<file path="src/mcs_params.svh">
// constants for the memory interface clock select block
`ifndef MCS_PARAMS_SVH
`define MCS_PARAMS_SVH

// output control codes
`define MCS_MODE_CLOCK      2'h0
`define MCS_MODE_LOW        2'h1
`define MCS_MODE_FLOAT      2'h2
`define MCS_MODE_FLOAT_ALT  2'h3

// divider select codes for the second clock output
`define MCS_DIV_1           2'h0
`define MCS_DIV_2           2'h1
`define MCS_DIV_4           2'h2
`define MCS_DIV_4_ALT       2'h3

// reset and start values
`define MCS_CNT_INIT        2'h0
`define MCS_LVL_INIT        1'h0
`define MCS_STRAP_RST       1'h0
`define MCS_OUT_RST         1'h0
`define MCS_OE_A_RST        1'h0
`define MCS_OE_B_RST        1'h1

// system clock period in ns, 20 MHz
`define MCS_CLK_PERIOD_NS   50

`endif

</file>
<file path="src/mcs_pkg.sv">
// types for the memory interface clock select block
`include "mcs_params.svh"

package mcs_pkg;

  typedef enum logic [1:0] {
    MCS_OUT_CLOCK     = `MCS_MODE_CLOCK,
    MCS_OUT_LOW       = `MCS_MODE_LOW,
    MCS_OUT_FLOAT     = `MCS_MODE_FLOAT,
    MCS_OUT_FLOAT_ALT = `MCS_MODE_FLOAT_ALT
  } mcs_out_mode_t;

  typedef enum logic [1:0] {
    MCS_DIV_BY1     = `MCS_DIV_1,
    MCS_DIV_BY2     = `MCS_DIV_2,
    MCS_DIV_BY4     = `MCS_DIV_4,
    MCS_DIV_BY4_ALT = `MCS_DIV_4_ALT
  } mcs_div_t;

  typedef enum logic [1:0] {
    MCS_ST_RESET = 2'b00,
    MCS_ST_BOOT  = 2'b01,
    MCS_ST_RUN   = 2'b10
  } mcs_state_t;

endpackage : mcs_pkg

</file>
<file path="src/mcs_clk_if.sv">
// signals between the control logic and the clock front end
`timescale 1ns/1ps

interface mcs_clk_if;
  import mcs_pkg::*;

  logic     src_sel;
  mcs_div_t div_sel;
  logic     lvl;
  logic     rise;
  logic     div_out;
  logic     quarter;

  modport front (
    input  src_sel,
    input  div_sel,
    output lvl,
    output rise,
    output div_out,
    output quarter
  );

  modport ctrl (
    output src_sel,
    output div_sel,
    input  lvl,
    input  rise,
    input  div_out,
    input  quarter
  );

endinterface : mcs_clk_if

</file>
<file path="src/mcs_clk_front.sv">
// source selection, edge detect and divider for the memory clock
`timescale 1ns/1ps
`include "mcs_params.svh"

module mcs_clk_front
  import mcs_pkg::*;
(
  input wire logic clk_sys,
  input wire logic internal_sys_clk_c,
  input wire logic ext_mem_clk_in,
  mcs_clk_if.front cif
);

  // no reset here: the divider has to keep running while reset is held
  logic       lvl_ff  = `MCS_LVL_INIT;
  logic       prev_ff = `MCS_LVL_INIT;
  logic [1:0] cnt_ff  = `MCS_CNT_INIT;

  always_ff @(posedge clk_sys) begin
    lvl_ff  <= cif.src_sel ? ext_mem_clk_in : internal_sys_clk_c;
    prev_ff <= lvl_ff;
  end

  assign cif.rise = lvl_ff & ~prev_ff;

  // counting rising edges keeps divided edges on the selected clock's edges
  always_ff @(posedge clk_sys) begin
    if (cif.rise) begin
      cnt_ff <= cnt_ff + 2'h1;
    end
  end

  always_comb begin
    case (cif.div_sel)
      MCS_DIV_BY1: cif.div_out = lvl_ff;
      MCS_DIV_BY2: cif.div_out = cnt_ff[0];
      default:     cif.div_out = cnt_ff[1];
    endcase
  end

  assign cif.lvl     = lvl_ff;
  assign cif.quarter = cnt_ff[1];

  // split per source so the unknown history at the first edge stays vacuous
  ext_select_a: assert property (
    @(posedge clk_sys)
    $past(cif.src_sel) |-> lvl_ff == $past(ext_mem_clk_in))
    else $error("selected clock level does not follow external clock");

  int_select_a: assert property (
    @(posedge clk_sys)
    !$past(cif.src_sel) |-> lvl_ff == $past(internal_sys_clk_c))
    else $error("selected clock level does not follow internal clock");

  quarter_edge_a: assert property (
    @(posedge clk_sys)
    $changed(cnt_ff[1]) |-> $past(cif.rise) && $past(cnt_ff[0]))
    else $error("quarter clock moved away from a source edge");

  half_edge_a: assert property (
    @(posedge clk_sys)
    $past(cif.rise) |-> $changed(cnt_ff[0]))
    else $error("half rate clock missed a source edge");

endmodule : mcs_clk_front

</file>
<file path="src/mcs_top.sv">
// memory interface clock select and output clock generation
//
// Notes on behaviour
// - select pin low internal, high external clock
// - output A drives clock, low, or floats
// - output A floats throughout reset
// - after reset strap0 sel0: A floats
// - after reset otherwise A toggles selected clock
// - output B is clock divided 1, 2, 4
// - output B can be held low or floated
// - during reset B toggles at quarter rate
// - after reset strap0 sel0: B held low
// - after reset otherwise B toggles quarter rate
// - strap latched as reset is released
// - hold with float bit 0 keeps clocking
// - hold with float bit 1 floats output, except B during reset
// - off mode floats both clock outputs
`timescale 1ns/1ps
`include "mcs_params.svh"

module mcs_top
  import mcs_pkg::*;
(
  input  wire logic       clk_sys,
  input  wire logic       resetn,
  input  wire logic       internal_sys_clk_c,
  input  wire logic       ext_mem_clk_in,
  input  wire logic       mem_clk_src_sel,
  input  wire logic       boot_strap_pin,
  input  wire logic [1:0] mem_global_ctrl_a_mode,
  input  wire logic       mem_global_ctrl_a_clk_out_float_in_hold,
  input  wire logic [1:0] mem_global_ctrl_b_mode,
  input  wire logic [1:0] mem_global_ctrl_b_div,
  input  wire logic       mem_global_ctrl_b_clk_out_float_in_hold,
  input  wire logic       ctrl_apply,
  input  wire logic       hold_active,
  input  wire logic       trst_n,
  input  wire logic       debug_pin_zero,
  input  wire logic       debug_pin_one_off_n,
  output logic            mem_clk_out_a,
  output logic            mem_clk_out_a_oe,
  output logic            mem_clk_out_b,
  output logic            mem_clk_out_b_oe,
  output logic            boot_config_active
);

  mcs_clk_if cif ();

  mcs_clk_front u_front (
    .clk_sys            (clk_sys),
    .internal_sys_clk_c (internal_sys_clk_c),
    .ext_mem_clk_in     (ext_mem_clk_in),
    .cif                (cif)
  );

  mcs_state_t    state_ff;
  mcs_state_t    nxt_state;
  logic          strap_ff;
  logic          out_a_ff;
  logic          oe_a_ff;
  logic          out_b_ff;
  logic          oe_b_ff;
  logic          nxt_out_a;
  logic          nxt_oe_a;
  logic          nxt_out_b;
  logic          nxt_oe_b;
  logic          off_mode;
  logic          boot_quiet;
  mcs_out_mode_t mode_a;
  mcs_out_mode_t mode_b;

  assign mode_a = mcs_out_mode_t'(mem_global_ctrl_a_mode);
  assign mode_b = mcs_out_mode_t'(mem_global_ctrl_b_mode);

  assign off_mode = ~trst_n & debug_pin_zero & ~debug_pin_one_off_n;

  // strap and live select pick the post-reset behaviour
  assign boot_quiet = ~strap_ff & ~mem_clk_src_sel;

  assign cif.src_sel = mem_clk_src_sel;

  // divide by four until software applies its own settings
  always_comb begin
    if (state_ff == MCS_ST_RUN) begin
      cif.div_sel = mcs_div_t'(mem_global_ctrl_b_div);
    end else begin
      cif.div_sel = MCS_DIV_BY4;
    end
  end

  always_comb begin
    nxt_state = state_ff;
    case (state_ff)
      MCS_ST_RESET: nxt_state = MCS_ST_BOOT;
      MCS_ST_BOOT: begin
        if (ctrl_apply) begin
          nxt_state = MCS_ST_RUN;
        end
      end
      MCS_ST_RUN:   nxt_state = MCS_ST_RUN;
      default:      nxt_state = MCS_ST_RESET;
    endcase
  end

  always_ff @(posedge clk_sys or negedge resetn) begin
    if (!resetn) begin
      state_ff <= MCS_ST_RESET;
    end else begin
      state_ff <= nxt_state;
    end
  end

  // caught at the first edge after release, the pin is still settled from reset
  always_ff @(posedge clk_sys or negedge resetn) begin
    if (!resetn) begin
      strap_ff <= `MCS_STRAP_RST;
    end else if (state_ff == MCS_ST_RESET) begin
      strap_ff <= boot_strap_pin;
    end
  end

  // first output: clock, low or float
  always_comb begin
    nxt_out_a = `MCS_OUT_RST;
    nxt_oe_a  = 1'h0;
    case (state_ff)
      MCS_ST_RESET: begin
        nxt_oe_a  = ~boot_quiet;
        nxt_out_a = cif.lvl;
      end
      MCS_ST_BOOT: begin
        nxt_oe_a  = ~boot_quiet;
        nxt_out_a = cif.lvl;
      end
      MCS_ST_RUN: begin
        case (mode_a)
          MCS_OUT_CLOCK: begin
            nxt_oe_a  = 1'h1;
            nxt_out_a = cif.lvl;
          end
          MCS_OUT_LOW: begin
            nxt_oe_a  = 1'h1;
            nxt_out_a = 1'h0;
          end
          default: begin
            nxt_oe_a  = 1'h0;
            nxt_out_a = 1'h0;
          end
        endcase
      end
      default: begin
        nxt_oe_a  = 1'h0;
        nxt_out_a = 1'h0;
      end
    endcase
    if (hold_active && mem_global_ctrl_a_clk_out_float_in_hold) begin
      nxt_oe_a = 1'h0;
    end
    if (off_mode) begin
      nxt_oe_a = 1'h0;
    end
  end

  // second output: divided clock, low or float
  always_comb begin
    nxt_out_b = `MCS_OUT_RST;
    nxt_oe_b  = 1'h1;
    case (state_ff)
      MCS_ST_RESET, MCS_ST_BOOT: begin
        nxt_oe_b  = 1'h1;
        nxt_out_b = boot_quiet ? 1'h0 : cif.div_out;
      end
      MCS_ST_RUN: begin
        case (mode_b)
          MCS_OUT_CLOCK: begin
            nxt_oe_b  = 1'h1;
            nxt_out_b = cif.div_out;
          end
          MCS_OUT_LOW: begin
            nxt_oe_b  = 1'h1;
            nxt_out_b = 1'h0;
          end
          default: begin
            nxt_oe_b  = 1'h0;
            nxt_out_b = 1'h0;
          end
        endcase
      end
      default: begin
        nxt_oe_b  = 1'h1;
        nxt_out_b = 1'h0;
      end
    endcase
    if (hold_active && mem_global_ctrl_b_clk_out_float_in_hold) begin
      nxt_oe_b = 1'h0;
    end
    if (off_mode) begin
      nxt_oe_b = 1'h0;
    end
  end

  always_ff @(posedge clk_sys or negedge resetn) begin
    if (!resetn) begin
      out_a_ff <= `MCS_OUT_RST;
      oe_a_ff  <= `MCS_OE_A_RST;
    end else begin
      out_a_ff <= nxt_out_a;
      oe_a_ff  <= nxt_oe_a;
    end
  end

  always_ff @(posedge clk_sys or negedge resetn) begin
    if (!resetn) begin
      out_b_ff <= `MCS_OUT_RST;
      oe_b_ff  <= `MCS_OE_B_RST;
    end else begin
      out_b_ff <= nxt_out_b;
      oe_b_ff  <= nxt_oe_b;
    end
  end

  assign mem_clk_out_a    = out_a_ff;
  assign mem_clk_out_a_oe = oe_a_ff;
  // the divider keeps running in reset, so b bypasses its reset flop there
  assign mem_clk_out_b    = resetn ? out_b_ff : cif.quarter;
  assign mem_clk_out_b_oe = resetn ? oe_b_ff : ~off_mode;
  assign boot_config_active = (state_ff != MCS_ST_RUN);

  reset_float_a_a: assert property (
    @(posedge clk_sys)
    !resetn |-> !mem_clk_out_a_oe)
    else $error("first clock output driven during reset");

  reset_quarter_b_a: assert property (
    @(posedge clk_sys)
    !resetn && !off_mode |-> mem_clk_out_b_oe && (mem_clk_out_b == cif.quarter)
      && (cif.div_sel == MCS_DIV_BY4))
    else $error("second clock output not at quarter rate during reset");

  strap_latch_a: assert property (
    @(posedge clk_sys) disable iff (!resetn)
    (state_ff == MCS_ST_RESET) |=> (strap_ff == $past(boot_strap_pin))
      && (state_ff == MCS_ST_BOOT))
    else $error("strap not caught at reset release");

  strap_hold_a: assert property (
    @(posedge clk_sys) disable iff (!resetn)
    (state_ff != MCS_ST_RESET) |=> $stable(strap_ff))
    else $error("strap value changed after reset release");

  boot_quiet_a: assert property (
    @(posedge clk_sys) disable iff (!resetn)
    (state_ff == MCS_ST_BOOT) && boot_quiet |=> !mem_clk_out_a_oe)
    else $error("first clock output driven after quiet boot");

  boot_low_b_a: assert property (
    @(posedge clk_sys) disable iff (!resetn)
    (state_ff == MCS_ST_BOOT) && boot_quiet && !off_mode && !hold_active
      |=> mem_clk_out_b_oe && !mem_clk_out_b)
    else $error("second clock output not held low after quiet boot");

  boot_clock_a: assert property (
    @(posedge clk_sys) disable iff (!resetn)
    (state_ff == MCS_ST_BOOT) && !boot_quiet && !off_mode && !hold_active
      |=> mem_clk_out_a_oe && (mem_clk_out_a == $past(cif.lvl)))
    else $error("first clock output not following selected clock after boot");

  boot_quarter_a: assert property (
    @(posedge clk_sys) disable iff (!resetn)
    (state_ff == MCS_ST_BOOT) && !boot_quiet && !off_mode && !hold_active
      |=> mem_clk_out_b_oe && (mem_clk_out_b == $past(cif.quarter)))
    else $error("second clock output not at quarter rate after boot");

  run_modes_a_a: assert property (
    @(posedge clk_sys) disable iff (!resetn)
    (state_ff == MCS_ST_RUN) && (mode_a == MCS_OUT_LOW) && !off_mode && !hold_active
      |=> mem_clk_out_a_oe && !mem_clk_out_a)
    else $error("first clock output not held low");

  run_float_b_a: assert property (
    @(posedge clk_sys) disable iff (!resetn)
    (state_ff == MCS_ST_RUN) && (mode_b == MCS_OUT_FLOAT) |=> !mem_clk_out_b_oe)
    else $error("second clock output not floated");

  run_divide_a: assert property (
    @(posedge clk_sys) disable iff (!resetn)
    (state_ff == MCS_ST_RUN) && (mode_b == MCS_OUT_CLOCK) && !off_mode && !hold_active
      |=> mem_clk_out_b_oe && (mem_clk_out_b == $past(cif.div_out)))
    else $error("second clock output not the divided clock");

  hold_clocking_a: assert property (
    @(posedge clk_sys) disable iff (!resetn)
    hold_active && !mem_global_ctrl_a_clk_out_float_in_hold && !off_mode
      && (state_ff == MCS_ST_RUN) && (mode_a == MCS_OUT_CLOCK)
      |=> mem_clk_out_a_oe && (mem_clk_out_a == $past(cif.lvl)))
    else $error("first clock output stopped in hold");

  hold_float_a: assert property (
    @(posedge clk_sys) disable iff (!resetn)
    hold_active && mem_global_ctrl_b_clk_out_float_in_hold |=> !mem_clk_out_b_oe)
    else $error("second clock output driven in hold with float set");

  off_float_a: assert property (
    @(posedge clk_sys) disable iff (!resetn)
    off_mode |=> !mem_clk_out_a_oe && !mem_clk_out_b_oe)
    else $error("clock outputs driven in off mode");

endmodule : mcs_top

</file>
<file path="config.mk">
export PLATFORM = sky130hd
export DESIGN_NAME = mcs_top
export DESIGN_NICKNAME = d
export VERILOG_FILES = /design/src/mcs_pkg.sv /design/src/mcs_clk_if.sv /design/src/mcs_clk_front.sv /design/src/mcs_top.sv
export VERILOG_INCLUDE_DIRS = /design/src /design/src/src
export SDC_FILE = /design/constraint.sdc
export NUM_CORES = 1
export LEC_CHECK = 0
export ABC_AREA = 1
export BUFFER_PORTS_ARGS = -buffer_cell sky130_fd_sc_hd__buf_4
export CAP_MARGIN = 20
export CORE_UTILIZATION = 40
export DETAILED_ROUTE_END_ITERATION = 8
export HOLD_SLACK_MARGIN = 0.03
export PLACE_DENSITY = 0.69
export SYNTH_ARGS = -nofsm -noshare
export SYNTH_HDL_FRONTEND = slang
export SYNTH_SLANG_ARGS = --single-unit
</file>
<file path="constraint.sdc">
create_clock -name clk_sys -period 2.3 [get_ports clk_sys]
set_input_delay 0.46 -clock clk_sys [delete_from_list [all_inputs] [get_ports clk_sys]]
set_output_delay 0.46 -clock clk_sys [all_outputs]
set_load 0.02 [all_outputs]
</file>
== After elaboration in Yosys (flattened, before gate mapping) ==
Index checks and enable logic that the tools add are counted.

* Bits in registers: 11
* Bits of input ports: 19
* Output and inout bits: 5
* Logic and storage cells: 57

* $add $sub $neg: 1
* Eq/ne operators: 7
* Mux-type cells: 20
* Bitwise operators: 11
* Reduce and logical (&&, ||, !) cells: 9

{| class="wikitable"
|+ Operator list
! cell !! number
|-
| 1-bit 2-to-1 mux || 13
|-
| 2-bit by 1-bit equality test with 1-bit output, second input constant || 4
|-
| 2-bit logical NOT || 4
|-
| 1-bit case mux with 2 select lines || 4
|-
| 1-bit NOT || 7
|-
| 2-bit case mux with 3 select lines || 1
|-
| 2-bit OR reduction || 3
|-
| 1-bit bitwise AND || 4
|-
| 2-bit 2-to-1 mux || 2
|-
| 2-bit != test, second input constant || 2
|-
| 2-bit by 1-bit adder with 2-bit output, second input constant || 1
|-
| 2-bit equality test, second input constant || 1
|-
| 1-bit logical AND || 2
|}

== Depth between registers and ports, before layout ==
Gate-level depths: netlist of run 1.

* Depth after elaboration: 6
* Mapped depth: 8

== Modules after synthesis ==
From an unflattened synthesis of run 1, not the netlist that was laid out.

* Cells, all modules: 79
* Area, all modules: 606.8 um^2

{| class="wikitable"
|+ By module, submodules not included
! module !! times used !! cells each !! area each (um^2)
|-
| mcs_top || 1 || 62 || 449.2
|-
| mcs_clk_front || 1 || 17 || 157.7
|}

== Least setup slack after synthesis of run 1 ==
Ideal clock, no wire load.

* Path type: input port to output port
* Start point: in debug_pin_one_off_n
* End point: out mem_clk_out_b_oe
* Arrival: 1.060 ns
* Slack: 0.780 ns
* Cell stages on the path: 4
* Buffers on the path: 0
* Path through: inv_1 -> nand2_1 -> nor2_1 -> o21ai_0

* Longest elaborated chain between the ends: 4

{| class="wikitable"
|+ Ends and longest elaborated chain
! element !! RTL line !! source
|-
| from (decl) || mcs_top.sv:39 || <nowiki>input wire logic debug_pin_one_off_n,</nowiki>
|-
| 1-bit NOT || mcs_top.sv:75 || <nowiki>assign off_mode = ~trst_n & debug_pin_zero & ~debug_pin_one_off_n;</nowiki>
|-
| 1-bit bitwise AND || mcs_top.sv:75 ||
|-
| 1-bit NOT || mcs_top.sv:226 || <nowiki>assign mem_clk_out_b_oe = resetn ? oe_b_ff : ~off_mode;</nowiki>
|-
| 1-bit 2-to-1 mux || mcs_top.sv:226 ||
|-
| to (decl) || mcs_top.sv:43 || <nowiki>output logic mem_clk_out_b_oe,</nowiki>
|}

Every way passes these cells.

== Worst setup path after layout of run 1 ==
* Start point: in resetn
* End point: out mem_clk_out_b

* Longest elaborated chain between the ends: 1

{| class="wikitable"
|+ Ends and longest elaborated chain
! element !! RTL line !! source
|-
| from (decl) || mcs_top.sv:25 || <nowiki>input wire logic resetn,</nowiki>
|-
| 1-bit 2-to-1 mux || mcs_top.sv:225 || <nowiki>assign mem_clk_out_b = resetn ? out_b_ff : cif.quarter;</nowiki>
|-
| to (decl) || mcs_top.sv:42 || <nowiki>output logic mem_clk_out_b,</nowiki>
|}

Every way passes these cells.

==> results of run 1 <==
placed cells by master (no fill, tap or decap), drive strengths merged:
master	n
buf	23
nand2	17
inv	13
o21ai	8
nor2	7
dfrtp	6
a21oi	4
ha	4
clkbuf	3
dfxtp	2
edfxtp	2
nor3	1
o21a	1
xor2	1
nand3b	1
or2	1
clkinv	1
dlygate4sd3	1
dfstp	1
power by group:
| part | leakage (uW) | switching (uW) | total (uW) | internal (uW) |
|---|---|---|---|---|
| combinational | 0.000293 | 209 | 366 | 158 |
| sequential | 0.000122 | 27.2 | 288 | 261 |
| clock | 0.0000177 | 68.3 | 133 | 64.3 |
timing repair:
| action | 4_1_cts | 5_1_grt |
|---|---|---|
| resized for setup | 0 | 0 |
| hold buffers | 1 | 0 |
| endpoints found under the hold margin | 6 | 0 |
state kept, by name (all words and copies together) (netlist names):
signal	count
mem_clk_out_a	1
mem_clk_out_a_oe	1
oe_b_ff	1
out_b_ff	1
state_ff	2
strap_ff	1
u_front.cif.lvl	1
u_front.cnt_ff	2
u_front.prev_ff	1
area by class of cell:
type | instances | area share
sequential | 11 | 0.3453
timing repair buffer | 24 | 0.2281
inverter | 13 | 0.06094
tap | 15 | 0.02344
clock buffer | 3 | 0.02812
clock inverter | 1 | 0.006250
multi-input combinational | 45 | 0.3078
logic make-up (layout without fill, tap and decap cells):
family / count (synthesis) / in the layout / share of synthesized area
AO/OA/AOI/OAI: 13 / 13 / 0.1247
buffers and inverters: 13 / 41 / 0.08533
adder cells (fa/ha/maj): 4 / 4 / 0.08753
XOR/XNOR: 1 / 1 / 0.01532
flip-flops: 11 / 11 / 0.4836
AND/OR/NAND/NOR: 27 / 27 / 0.2035
metal layers:
metal | share of wire | routed length, um | vias up | GRT usage
li1 | - | - | 270 | -
met1 | 0.45 | 493 | 230 | 0.2056
met2 | 0.50 | 546 | 12 | 0.2869
met3 | 0.053 | 58 | 0 | 0.05114
met4 | 0 | 0 | 0 | 0.07759
met5 | 0 | 0 | - | 0
metrics by stage:
| step | worst slack [ns] | std cells |
|---|---|---|
| 3_5_place_dp | 0.8608 | 107 |
| 4_1_cts | 0.3290 | 112 |
| 2_1_floorplan | 0.7799 | 69 |
| 6_report | 0.3159 | 112 |
| 5_1_grt | 0.2098 | 112 |
| 3_3_place_gp | 0.8625 | 107 |
how the worst min path moves through the flow:
stage                                                  startpoint                 endpoint  slack [ns]  cells after the start
final                     mem_global_ctrl_b_clk_out_float_in_hold        oe_b_ff$_DFF_PN1_        0.32                      2
after floorplan                                            resetn  mem_clk_out_a$_DFF_PN0_        0.16                      0
after CTS                 mem_global_ctrl_b_clk_out_float_in_hold        oe_b_ff$_DFF_PN1_        0.31                      2
after detailed placement                                   resetn  mem_clk_out_a$_DFF_PN0_        0.29                      1
after global placement                                     resetn       out_b_ff$_DFF_PN0_        0.29                      1
after global routing      mem_global_ctrl_b_clk_out_float_in_hold        oe_b_ff$_DFF_PN1_        0.31                      2
worst register-to-register path: cells and delay by family (launching register included):
kind	cells	cell delay (ns)
fa+ha+maj	1	0.16
simple gates	2	0.31
flops	1	0.40
buf+inv	2	0.18
compound gates	1	0.05
==> key figures, run 1 <==
Outcome
  • Outcome: finished, final reports clean

Global route
  • GR Overflow Total: 0
  • Initial antenna violation count: 0
  • First-pass GRT wire length: between 1.5 and 2 mm
  • Largest net degree at the start of global routing: 12
  • Vias in the first global route: 448
  • Gr usage total: 0.1744

Worst setup path
  • Critical path launch point type: input pin
  • Critical Path Stages: 4
  • Worst R2R End: state_ff[1]$_DFFE_PN0P_
  • Reg-to-reg critical path startpoint: state_ff[1]$_DFFE_PN0P_
  • FF-to-FF path depth: 6
  • Crit path cell chain: dlygate4sd3_1, buf_4, o21ai_0, buf_4
  • CP Class: input pin to output pin
  • Crit path DAT: 1.52 ns
  • Worst Setup SP: resetn
  • Worst Path Required: around 1.8 ns
  • Critical path's largest stage delay: between 0.5 and 0.6 ns
  • CP Capture Point: mem_clk_out_b
  • CP Max Fanout: 11
  • CP delay by family, top: buffers and inverters
  • Bufs and invs on worst path: 3
  • Most frequent CP cell: buf_4
  • Setup crit end kind: output pin
  • Worst reg-to-reg setup slack: about 1.1 ns
  • Critical-path top delay cell: dlygate4sd3_1

Final layout
  • Diode count: 0
  • Layout area overhead: 40.04%
  • # fillers: between 100 and 150
  • Register area: about 280 um^2
  • NumNets Final: between 100 and 150
  • Final instance area: 800.8 um^2
  • Fin util: 0.6078
  • Layout cells sized above 1: 0.3402
  • Area of the multi-input gates: around 250 um^2

Placed design
  • IO buf count: 23
  • Placed Area: 763.2 um^2
  • RD Place Congestion: ~0.72
  • DP Wirelength: between 800 and 900 um

Yosys
  • Share of the synthesized area in the top cell type: 0.2626
  • Yosys top cell by area: dfrtp_1
  • Largest cells by area after synthesis: dfrtp_1, edfxtp_1, nand2_1
  • Async SR Flop Fraction: 0.6364
  • Synthesized area: 571.8 um^2
  • Cell variety after synth: 20
  • Synth Instances: 69
  • Syn_nets: 92
  • Post-synth EDFFs: 2
  • Yosys warnings: 0
  • Register area share after synthesis: 0.4836
  • Most frequent cells after synthesis: nand2_1, inv_1, dfrtp_1, nor2_1, o21ai_0
  • Synthesized area per cell: 8.287 um^2
  • Most numerous cell in the Yosys netlist: nand2_1
  • Synth Register Bits: 11
  • Ys flop type: dfrtp_1

Die
  • Die width: approximately 40 um
  • Starting Density: 0.4340
  • CORE AREA: between 1000 and 1500 um^2
  • Die Y: about 40 um
  • Row count: 13
  • Ports: 24
  • Die area: roughly 1600 um^2

Pwr
  • Pwr Density: ~980 nW/um^2
  • Maximum VDD drop: 0.5749 mV
  • Leak Pwr: about 0.00043 uW
  • PnR Total Power: approximately 790 uW

Drt
  • Final ANT Viol Nets: 0
  • Via count: slightly above 500
  • First-pass iteration count of the detailed router: 1
  • Wire per inst: approximately 9.8 um
  • DR iter-0 viols: 0
  • DRC viols: 0
  • Drt total wl: between 1 and 1.5 mm
  • Avg Vias per Cell: 4.571

STA
  • Worst Max-Slew Pin Slew: 0.1961 ns
  • Tcrit/Tclk final: 0.8627
  • FMAX: between 500 and 600 MHz
  • Fin Hold WS: 0.3178 ns
  • RSZ-0062 raised after global routing: false
  • Max Slew Vio Count: 0
  • Final Hold Viols: 0
  • Skew final: 0.005452 ns
  • Min Tclk post-route: 1.984 ns
  • Setup-failing EPs final: 0
  • Slew headroom: 0.8679
  • Setup TNS: 0 ns

CTS
  • Worst-path clk slew: roughly 0.08 ns
  • TritonCTS clock tree: yes
  • CTS max path bufs: 2
  • Root Driver: clkbuf_4
  • H-tree depth: 1
  • CTS Buf Count: 3
  • Number of post-CTS setup repair buffers: 0
  • Skew-Pair Late Insertion Delay: between 0.2 and 0.3 ns
  • Clk sinks: 11

Worst hold path
  • Worst Hold Class: input pin to register

Job
  • Max_cap viols: 0
Power figures use the tool's default switching activity.
==> run 2, diff against run 1 <==
==> constraint.sdc (replaced) <==
create_clock -name clk_sys -period 2.2 [get_ports clk_sys]
set_input_delay 0.44 -clock clk_sys [delete_from_list [all_inputs] [get_ports clk_sys]]
set_output_delay 0.44 -clock clk_sys [all_outputs]
set_load 0.02 [all_outputs]
==> key figures, run 2 (same netlist as run 1, synthesis figures left out) <==
Pwr
  • Sequential share of power: 0.362 (was 0.366)
  • Pwr Density: 1041 nW/um^2 (was 982.6 nW/um^2)
  • PnR Total Power: 833.5 uW (was 786.9 uW)
  • Clock share of power: 0.169 (about the same)
  • Combinational power share: 0.469 (was 0.465)
  • Leak Pwr: 0.0004329 uW (unchanged)
  • Maximum VDD drop: 0.5044 mV (was 0.5749 mV)
  • P_int: 505.5 uW (was 482.8 uW)
  • Net Switching: 328.1 uW (was 304.0 uW)
  • Sw frac: 0.3936 (was 0.3864)

STA
  • Slew headroom: 0.8863 (was 0.8679)
  • Tcrit/Tclk final: 0.8771
  • Max Slew Vio Count: 0 (unchanged)
  • Worst Max-Slew Pin Slew: 0.1688 ns (was 0.1961 ns)
  • Fin Hold WS: 0.3086 ns (was 0.3178 ns)
  • FMAX: between 500 and 600 MHz
  • Final Hold Viols: 0 (unchanged)
  • Setup TNS: 0 ns (unchanged)
  • Skew final: 0.002159 ns (was 0.005452 ns)
  • Min Tclk post-route: approximately 1.9 ns
  • RSZ-0062 raised after global routing: false (unchanged)
  • Setup-failing EPs final: 0 (unchanged)
  • Final Worst Setup Slack: 0.2705 ns (was 0.3159 ns)

Global route
  • Gr usage total: 0.1744 (unchanged)
  • First-pass GRT wire length: 1.745 mm (unchanged)
  • GR Layer Usage met2: 0.3115 (was 0.2869)
  • Largest net degree at the start of global routing: 12 (unchanged)
  • GR Overflow Total: 0 (unchanged)
  • Vias in the first global route: 476 (was 448)
  • Initial antenna violation count: 0 (unchanged)
  • Gr busiest metal: met2 (unchanged)
  • GRT met1 Usage: 0.1742 (was 0.2056)
  • Met3 Usage GRT: 0.05114 (unchanged)

Worst setup path
  • Reg-to-reg critical path startpoint: state_ff[1]$_DFFE_PN0P_ (unchanged)
  • CP Class: input pin to output pin (unchanged)
  • Crit path DAT: 1.49 ns (was 1.52 ns)
  • Critical path launch point type: input pin (unchanged)
  • Setup crit end kind: output pin (unchanged)
  • CP Max Fanout: 11 (unchanged)
  • Worst Path Required: 1.76 ns (was 1.84 ns)
  • Worst Setup SP: resetn (unchanged)
  • Worst reg-to-reg setup slack: 0.95 ns (was 1.09 ns)

Placed design
  • Placed cell count: 107 (unchanged)
  • IO buf count: 23 (unchanged)
  • DP Wirelength: 932.1 um (was 876.3 um)
  • Pre-CTS setup slack: 0.7859 ns (was 0.8608 ns)
  • RD Place Congestion: 0.7313 (was 0.7196)

Final layout
  • Layout cells sized above 1: 0.3402 (unchanged)
  • Non-filler cells, final: 112 (unchanged)
  • Most common cell after layout, fill and taps aside: buf_4 (unchanged)
  • NumNets Final: 121 (unchanged)
  • Diode count: 0 (unchanged)
  • Commonest non-fill, non-tap cells in the layout: buf_4, nand2_1, inv_1 (unchanged)
  • Regs by FF count: state_ff: 2 flops, u_front.cnt_ff: 2 flops (unchanged)
  • Layout area overhead: 40.04% (unchanged)

Drt
  • DR iter-0 viols: 4 (was 0)
  • Final ANT Viol Nets: 0 (unchanged)
  • Via count: 514 (was 512)
  • First-pass iteration count of the detailed router: 4 (was 1)
  • Avg Vias per Cell: 4.589 (was 4.571)
  • Drt total wl: 1.151 mm (was 1.098 mm)
  • DRC viols: 0 (unchanged)
  • Wire per inst: 10.28 um (was 9.804 um)

CTS
  • TritonCTS clock tree: yes (unchanged)
  • Worst-path clk slew: 0.07 ns (was 0.08 ns)
  • # resized after CTS: 0 (unchanged)
  • CTS Buf Count: 3 (unchanged)
  • H-tree depth: 1 (unchanged)
  • Clk sinks: 11 (unchanged)
  • Skew-Pair Late Insertion Delay: 0.27 ns (about the same)
  • CTS max path bufs: 2 (unchanged)
  • Root Driver: clkbuf_4 (unchanged)

Die
  • Die area: 1585 um^2 (unchanged)
  • Die width: 39.81 um (unchanged)
  • CORE AREA: 1318 um^2 (unchanged)
  • Die Y: 39.81 um (unchanged)
  • Starting Density: 0.4340 (unchanged)
  • Row count: 13 (unchanged)
  • Ports: 24 (unchanged)

Outcome
  • Outcome: finished, final reports clean (unchanged)

Worst hold path
  • Worst Hold Class: input pin to register (unchanged)
  • Hold Crit Start: mem_global_ctrl_b_clk_out_float_in_hold (unchanged)

Job
  • Max_cap viols: 0 (unchanged)
run 2: cell counts in the layout (fill, tap and decap cells not counted):
No cell type changed its count.
run 2: final timing paths:
| kind | end | cells past startpoint |
|---|---|---|
| worst min register to register | u_front.prev_ff$_DFF_P_ | 0 |
| min in group asynchronous | mem_clk_out_a_oe$_DFF_PN0_ | 2 |
| max in group asynchronous | oe_b_ff$_DFF_PN1_ | 2 |
| worst min-delay path | oe_b_ff$_DFF_PN1_ | 2 |
| worst max-delay path | mem_clk_out_b | 4 |
| worst max register to register | state_ff[0]$_DFFE_PN0P_ | 6 |
run 2: power by group through the flow:
| stage | Clock, uW | Sequential [uW] | Combinational (uW) |
|---|---|---|---|
| 2_1_floorplan | 0 | 317 | 245 |
| 3_3_place_gp | 0 | 302 | 376 |
| 3_5_place_dp | 0 | 307 | 389 |
| 4_1_cts | 147 | 302 | 392 |
| 5_1_grt | 154 | 308 | 436 |
| 6_report | 141 | 302 | 391 |
run 2: final cells by class:
class                   count  area (um^2)
fillers                   109        516.7
flip-flops and latches     11        276.5
multi-input cells          45        246.5
repair buffers             24        182.7
inverters                  13        48.80
clock buffers               3        22.52
well taps                  15        18.77
clock inverters             1        5.005
run 2: routing by layer:
metal	up-vias	part of all wire
li1	268	-
met1	234	0.44
met2	12	0.51
met3	0	0.053
met4	0	0
met5	-	0
run 2: critical path, cell delays in order:
cell and delay, ns:
dlygate4sd3_1 0.53, buf_4 0.18, o21ai_0 0.17, buf_4 0.16
run 2: what timing repair did:
action / in CTS / in global routing
hold buffers: 1 / 0
setup buffers: 0 / 0
endpoints found under the hold margin: 6 / 0
run 2: stage by stage:
stage	instance area (um^2)	util
6_report	800.8	0.6078
5_1_grt	800.8	0.6078
4_1_cts	800.8	0.6078
3_5_place_dp	763.2	0.5793
3_3_place_gp	763.2	0.5793
2_1_floorplan	571.8	-
==> run 3, diff against run 2 <==
--- a/config.mk
+++ b/config.mk
@@ -9,10 +9,11 @@
 export ABC_AREA = 1
 export BUFFER_PORTS_ARGS = -buffer_cell sky130_fd_sc_hd__buf_4
 export CAP_MARGIN = 20
+export CORE_MARGIN = 8
 export CORE_UTILIZATION = 40
 export DETAILED_ROUTE_END_ITERATION = 8
 export HOLD_SLACK_MARGIN = 0.03
-export PLACE_DENSITY = 0.69
+export PLACE_DENSITY = 0.71
 export SYNTH_ARGS = -nofsm -noshare
 export SYNTH_HDL_FRONTEND = slang
 export SYNTH_SLANG_ARGS = --single-unit
==> constraint.sdc (replaced) <==
create_clock -name clk_sys -period 1.7 [get_ports clk_sys]
set_input_delay 0.34 -clock clk_sys [delete_from_list [all_inputs] [get_ports clk_sys]]
set_output_delay 0.34 -clock clk_sys [all_outputs]
set_load 0.02 [all_outputs]
==> key figures, run 3 (same netlist as run 1, synthesis figures left out) <==
Outcome
  • Outcome: finished, final reports clean (unchanged)

Worst setup path
  • CP Max Fanout: 4 (was 11)
  • Most frequent CP cell: inv_1 (was buf_4)
  • Worst R2R End: state_ff[0]$_DFFE_PN0P_ (unchanged)
  • Critical path's largest stage delay: 0.40 ns (was 0.53 ns)
  • CP Class: register to output pin (was input pin to output pin)
  • Critical path launch point type: register (was input pin)
  • Critical-path top delay cell: dfrtp_1 (was dlygate4sd3_1)
  • Setup crit end kind: output pin (unchanged)
  • Crit path DAT: 1.23 ns (was 1.49 ns)
  • Worst reg-to-reg setup slack: 0.48 ns (was 0.95 ns)
  • Reg-to-reg critical path startpoint: state_ff[1]$_DFFE_PN0P_ (unchanged)
  • Worst Path Required: 1.36 ns (was 1.76 ns)
  • Crit path cell chain: inv_1, ha_2, inv_1, buf_4 (was dlygate4sd3_1, buf_4, o21ai_0, buf_4)
  • FF-to-FF path depth: 6 (unchanged)

STA
  • Skew final: 0.0006776 ns (was 0.002159 ns)
  • Tcrit/Tclk final: 0.9236
  • Slew headroom: 0.7679 (was 0.8863)
  • RSZ-0062 raised after global routing: false (unchanged)
  • Fin Hold WS: 0.1922 ns (was 0.3086 ns)
  • FMAX: between 600 and 700 MHz
  • Final Worst Setup Slack: 0.1298 ns (was 0.2705 ns)
  • Final Hold Viols: 0 (unchanged)
  • Min Tclk post-route: between 1.5 and 2 ns
  • Setup-failing EPs final: 0 (unchanged)
  • Worst Max-Slew Pin Slew: 0.3470 ns (was 0.1688 ns)
  • Setup TNS: 0 ns (unchanged)
  • Max Slew Vio Count: 0 (unchanged)

Drt
  • Routed wl met2: 718 um (was 584 um)
  • First-pass iteration count of the detailed router: 4 (unchanged)
  • Max layer used: met4 (was met3)
  • Avg Vias per Cell: 4.575 (was 4.589)
  • Wire length on met1: 569 um (was 504 um)
  • Wire per inst: 12.58 um (was 10.28 um)
  • Drt total wl: 1.422 mm (was 1.151 mm)
  • DR iter-0 viols: 5 (was 4)
  • Met3 Wirelength: 96 um (was 61 um)
  • Final ANT Viol Nets: 0 (unchanged)
  • Via count: 517 (was 514)
  • DRC viols: 0 (unchanged)

Worst hold path
  • Min-Delay Endpoint: oe_b_ff$_DFF_PN1_ (unchanged)
  • Hold Crit Start: mem_global_ctrl_b_clk_out_float_in_hold (unchanged)
  • Hold-critical path depth: 2 (unchanged)
  • Worst Hold Class: input pin to register (unchanged)

Global route
  • Gr usage total: 0.1152 (was 0.1744)
  • Vias in the first global route: 571 (was 476)
  • First-pass GRT wire length: 2.428 mm (was 1.745 mm)
  • GR Overflow Total: 0 (unchanged)
  • Initial antenna violation count: 0 (unchanged)
  • Largest net degree at the start of global routing: 7 (was 12)

Placed design
  • DP Wirelength: 1.147 mm (was 932.1 um)
  • RD Place Congestion: 0.6992 (was 0.7313)
  • Pre-CTS setup slack: 0.4026 ns (was 0.7859 ns)
  • IO buf count: 23 (unchanged)

CTS
  • Root Driver: clkbuf_4 (unchanged)
  • Clk sinks: 11 (unchanged)
  • TritonCTS clock tree: yes (unchanged)
  • CTS max path bufs: 2 (unchanged)
  • Skew-Pair Late Insertion Delay: 0.27 ns (about the same)
  • CTS Buf Count: 3 (unchanged)
  • Number of post-CTS setup repair buffers: 0 (unchanged)
  • Worst-path clk slew: 0.07 ns (about the same)
  • H-tree depth: 1 (unchanged)

Final layout
  • # fillers: 126 (was 109)
  • NumNets Final: 122 (was 121)
  • Layout area overhead: 42.01% (was 40.04%)
  • Diode count: 0 (unchanged)
  • Regs by FF count: state_ff: 2 flops, u_front.cnt_ff: 2 flops (unchanged)
  • Most common cell after layout, fill and taps aside: buf_4 (unchanged)
  • Commonest non-fill, non-tap cells in the layout: buf_4, nand2_1, inv_1 (unchanged)
  • Layout cells sized above 1: 0.3367 (was 0.3402)
  • Fin util: 0.6163 (was 0.6078)

Job
  • Max_cap viols: 0 (unchanged)

Pwr
  • PnR Total Power: 1086 uW (was 833.5 uW)
  • Leak Pwr: 0.0004329 uW (about the same)
  • Maximum VDD drop: 0.7288 mV (was 0.5044 mV)
  • Pwr Density: 1337 nW/um^2 (was 1041 nW/um^2)

Die
  • Ports: 24 (unchanged)
  • Row count: 13 (unchanged)
  • Die width: 53.81 um (was 39.81 um)
  • Starting Density: 0.4340 (unchanged)
  • Die Y: 53.81 um (was 39.81 um)
  • Die area: 2896 um^2 (was 1585 um^2)
  • CORE AREA: 1318 um^2 (unchanged)
[run 3: cell types whose count changed in the layout (fill, tap and decap cells not counted)]
cell / delta
clkbuf_1: +1
clkinv_2: -1
dlygate4sd3_1: +1
ha_1: -1
ha_2: +1
[run 3: worst max-delay path by stage]
stage,startpoint,endpoint,slack (ns),cells past startpoint
CTS,state_ff[0]$_DFFE_PN0P_,boot_config_active,0.09,4
global placement,state_ff[0]$_DFFE_PN0P_,boot_config_active,0.44,4
global route,state_ff[0]$_DFFE_PN0P_,boot_config_active,0.03,4
finish,state_ff[0]$_DFFE_PN0P_,boot_config_active,0.13,4
detailed placement,state_ff[0]$_DFFE_PN0P_,boot_config_active,0.40,4
floorplan,debug_pin_one_off_n,mem_clk_out_b_oe,0.42,4
[run 3: report_power, final]
| group | internal (uW) | switching [uW] |
|---|---|---|
| Sequential | 353 | 38.2 |
| Combinational | 217 | 293 |
| Clock | 91.1 | 93.9 |
[run 3: per-layer routing]
metal / up-vias / global-route usage
met2: 15 / 0.1834
li1: 271 / -
met3: 5 / 0.04683
met5: - / 0
met1: 226 / 0.1234
met4: 0 / 0.07563
[run 3: cell type report]
type	count	area (um^2)	share of cell area
sequential	11	276.5	0.3405
multi-input combinational	45	249.0	0.3066
inverter	13	48.80	0.06009
timing repair buffer	25	192.7	0.2373
tap	15	18.77	0.02311
clock buffer	4	26.28	0.03236
[run 3: stage by stage]
stage | instance area [um^2] | cells
final | 812.0 | 113
after global routing | 812.0 | 113
after CTS | 809.5 | 113
after detailed placement | 763.2 | 107
after global placement | 763.2 | 107
after floorplan | 571.8 | 69
[run 3: timing repair]
action | in CTS | in global routing
hold endpoints to repair | 6 | 0
hold buffers | 2 | 0
gates resized for setup | 0 | 1
setup endpoints to repair | 0 | 1
[run 3: critical path, delay by kind of cell (launching register included)]
family	cells	cell delay, ns
flops	1	0.40
fa+ha+maj	1	0.21
buf+inv	3	0.35
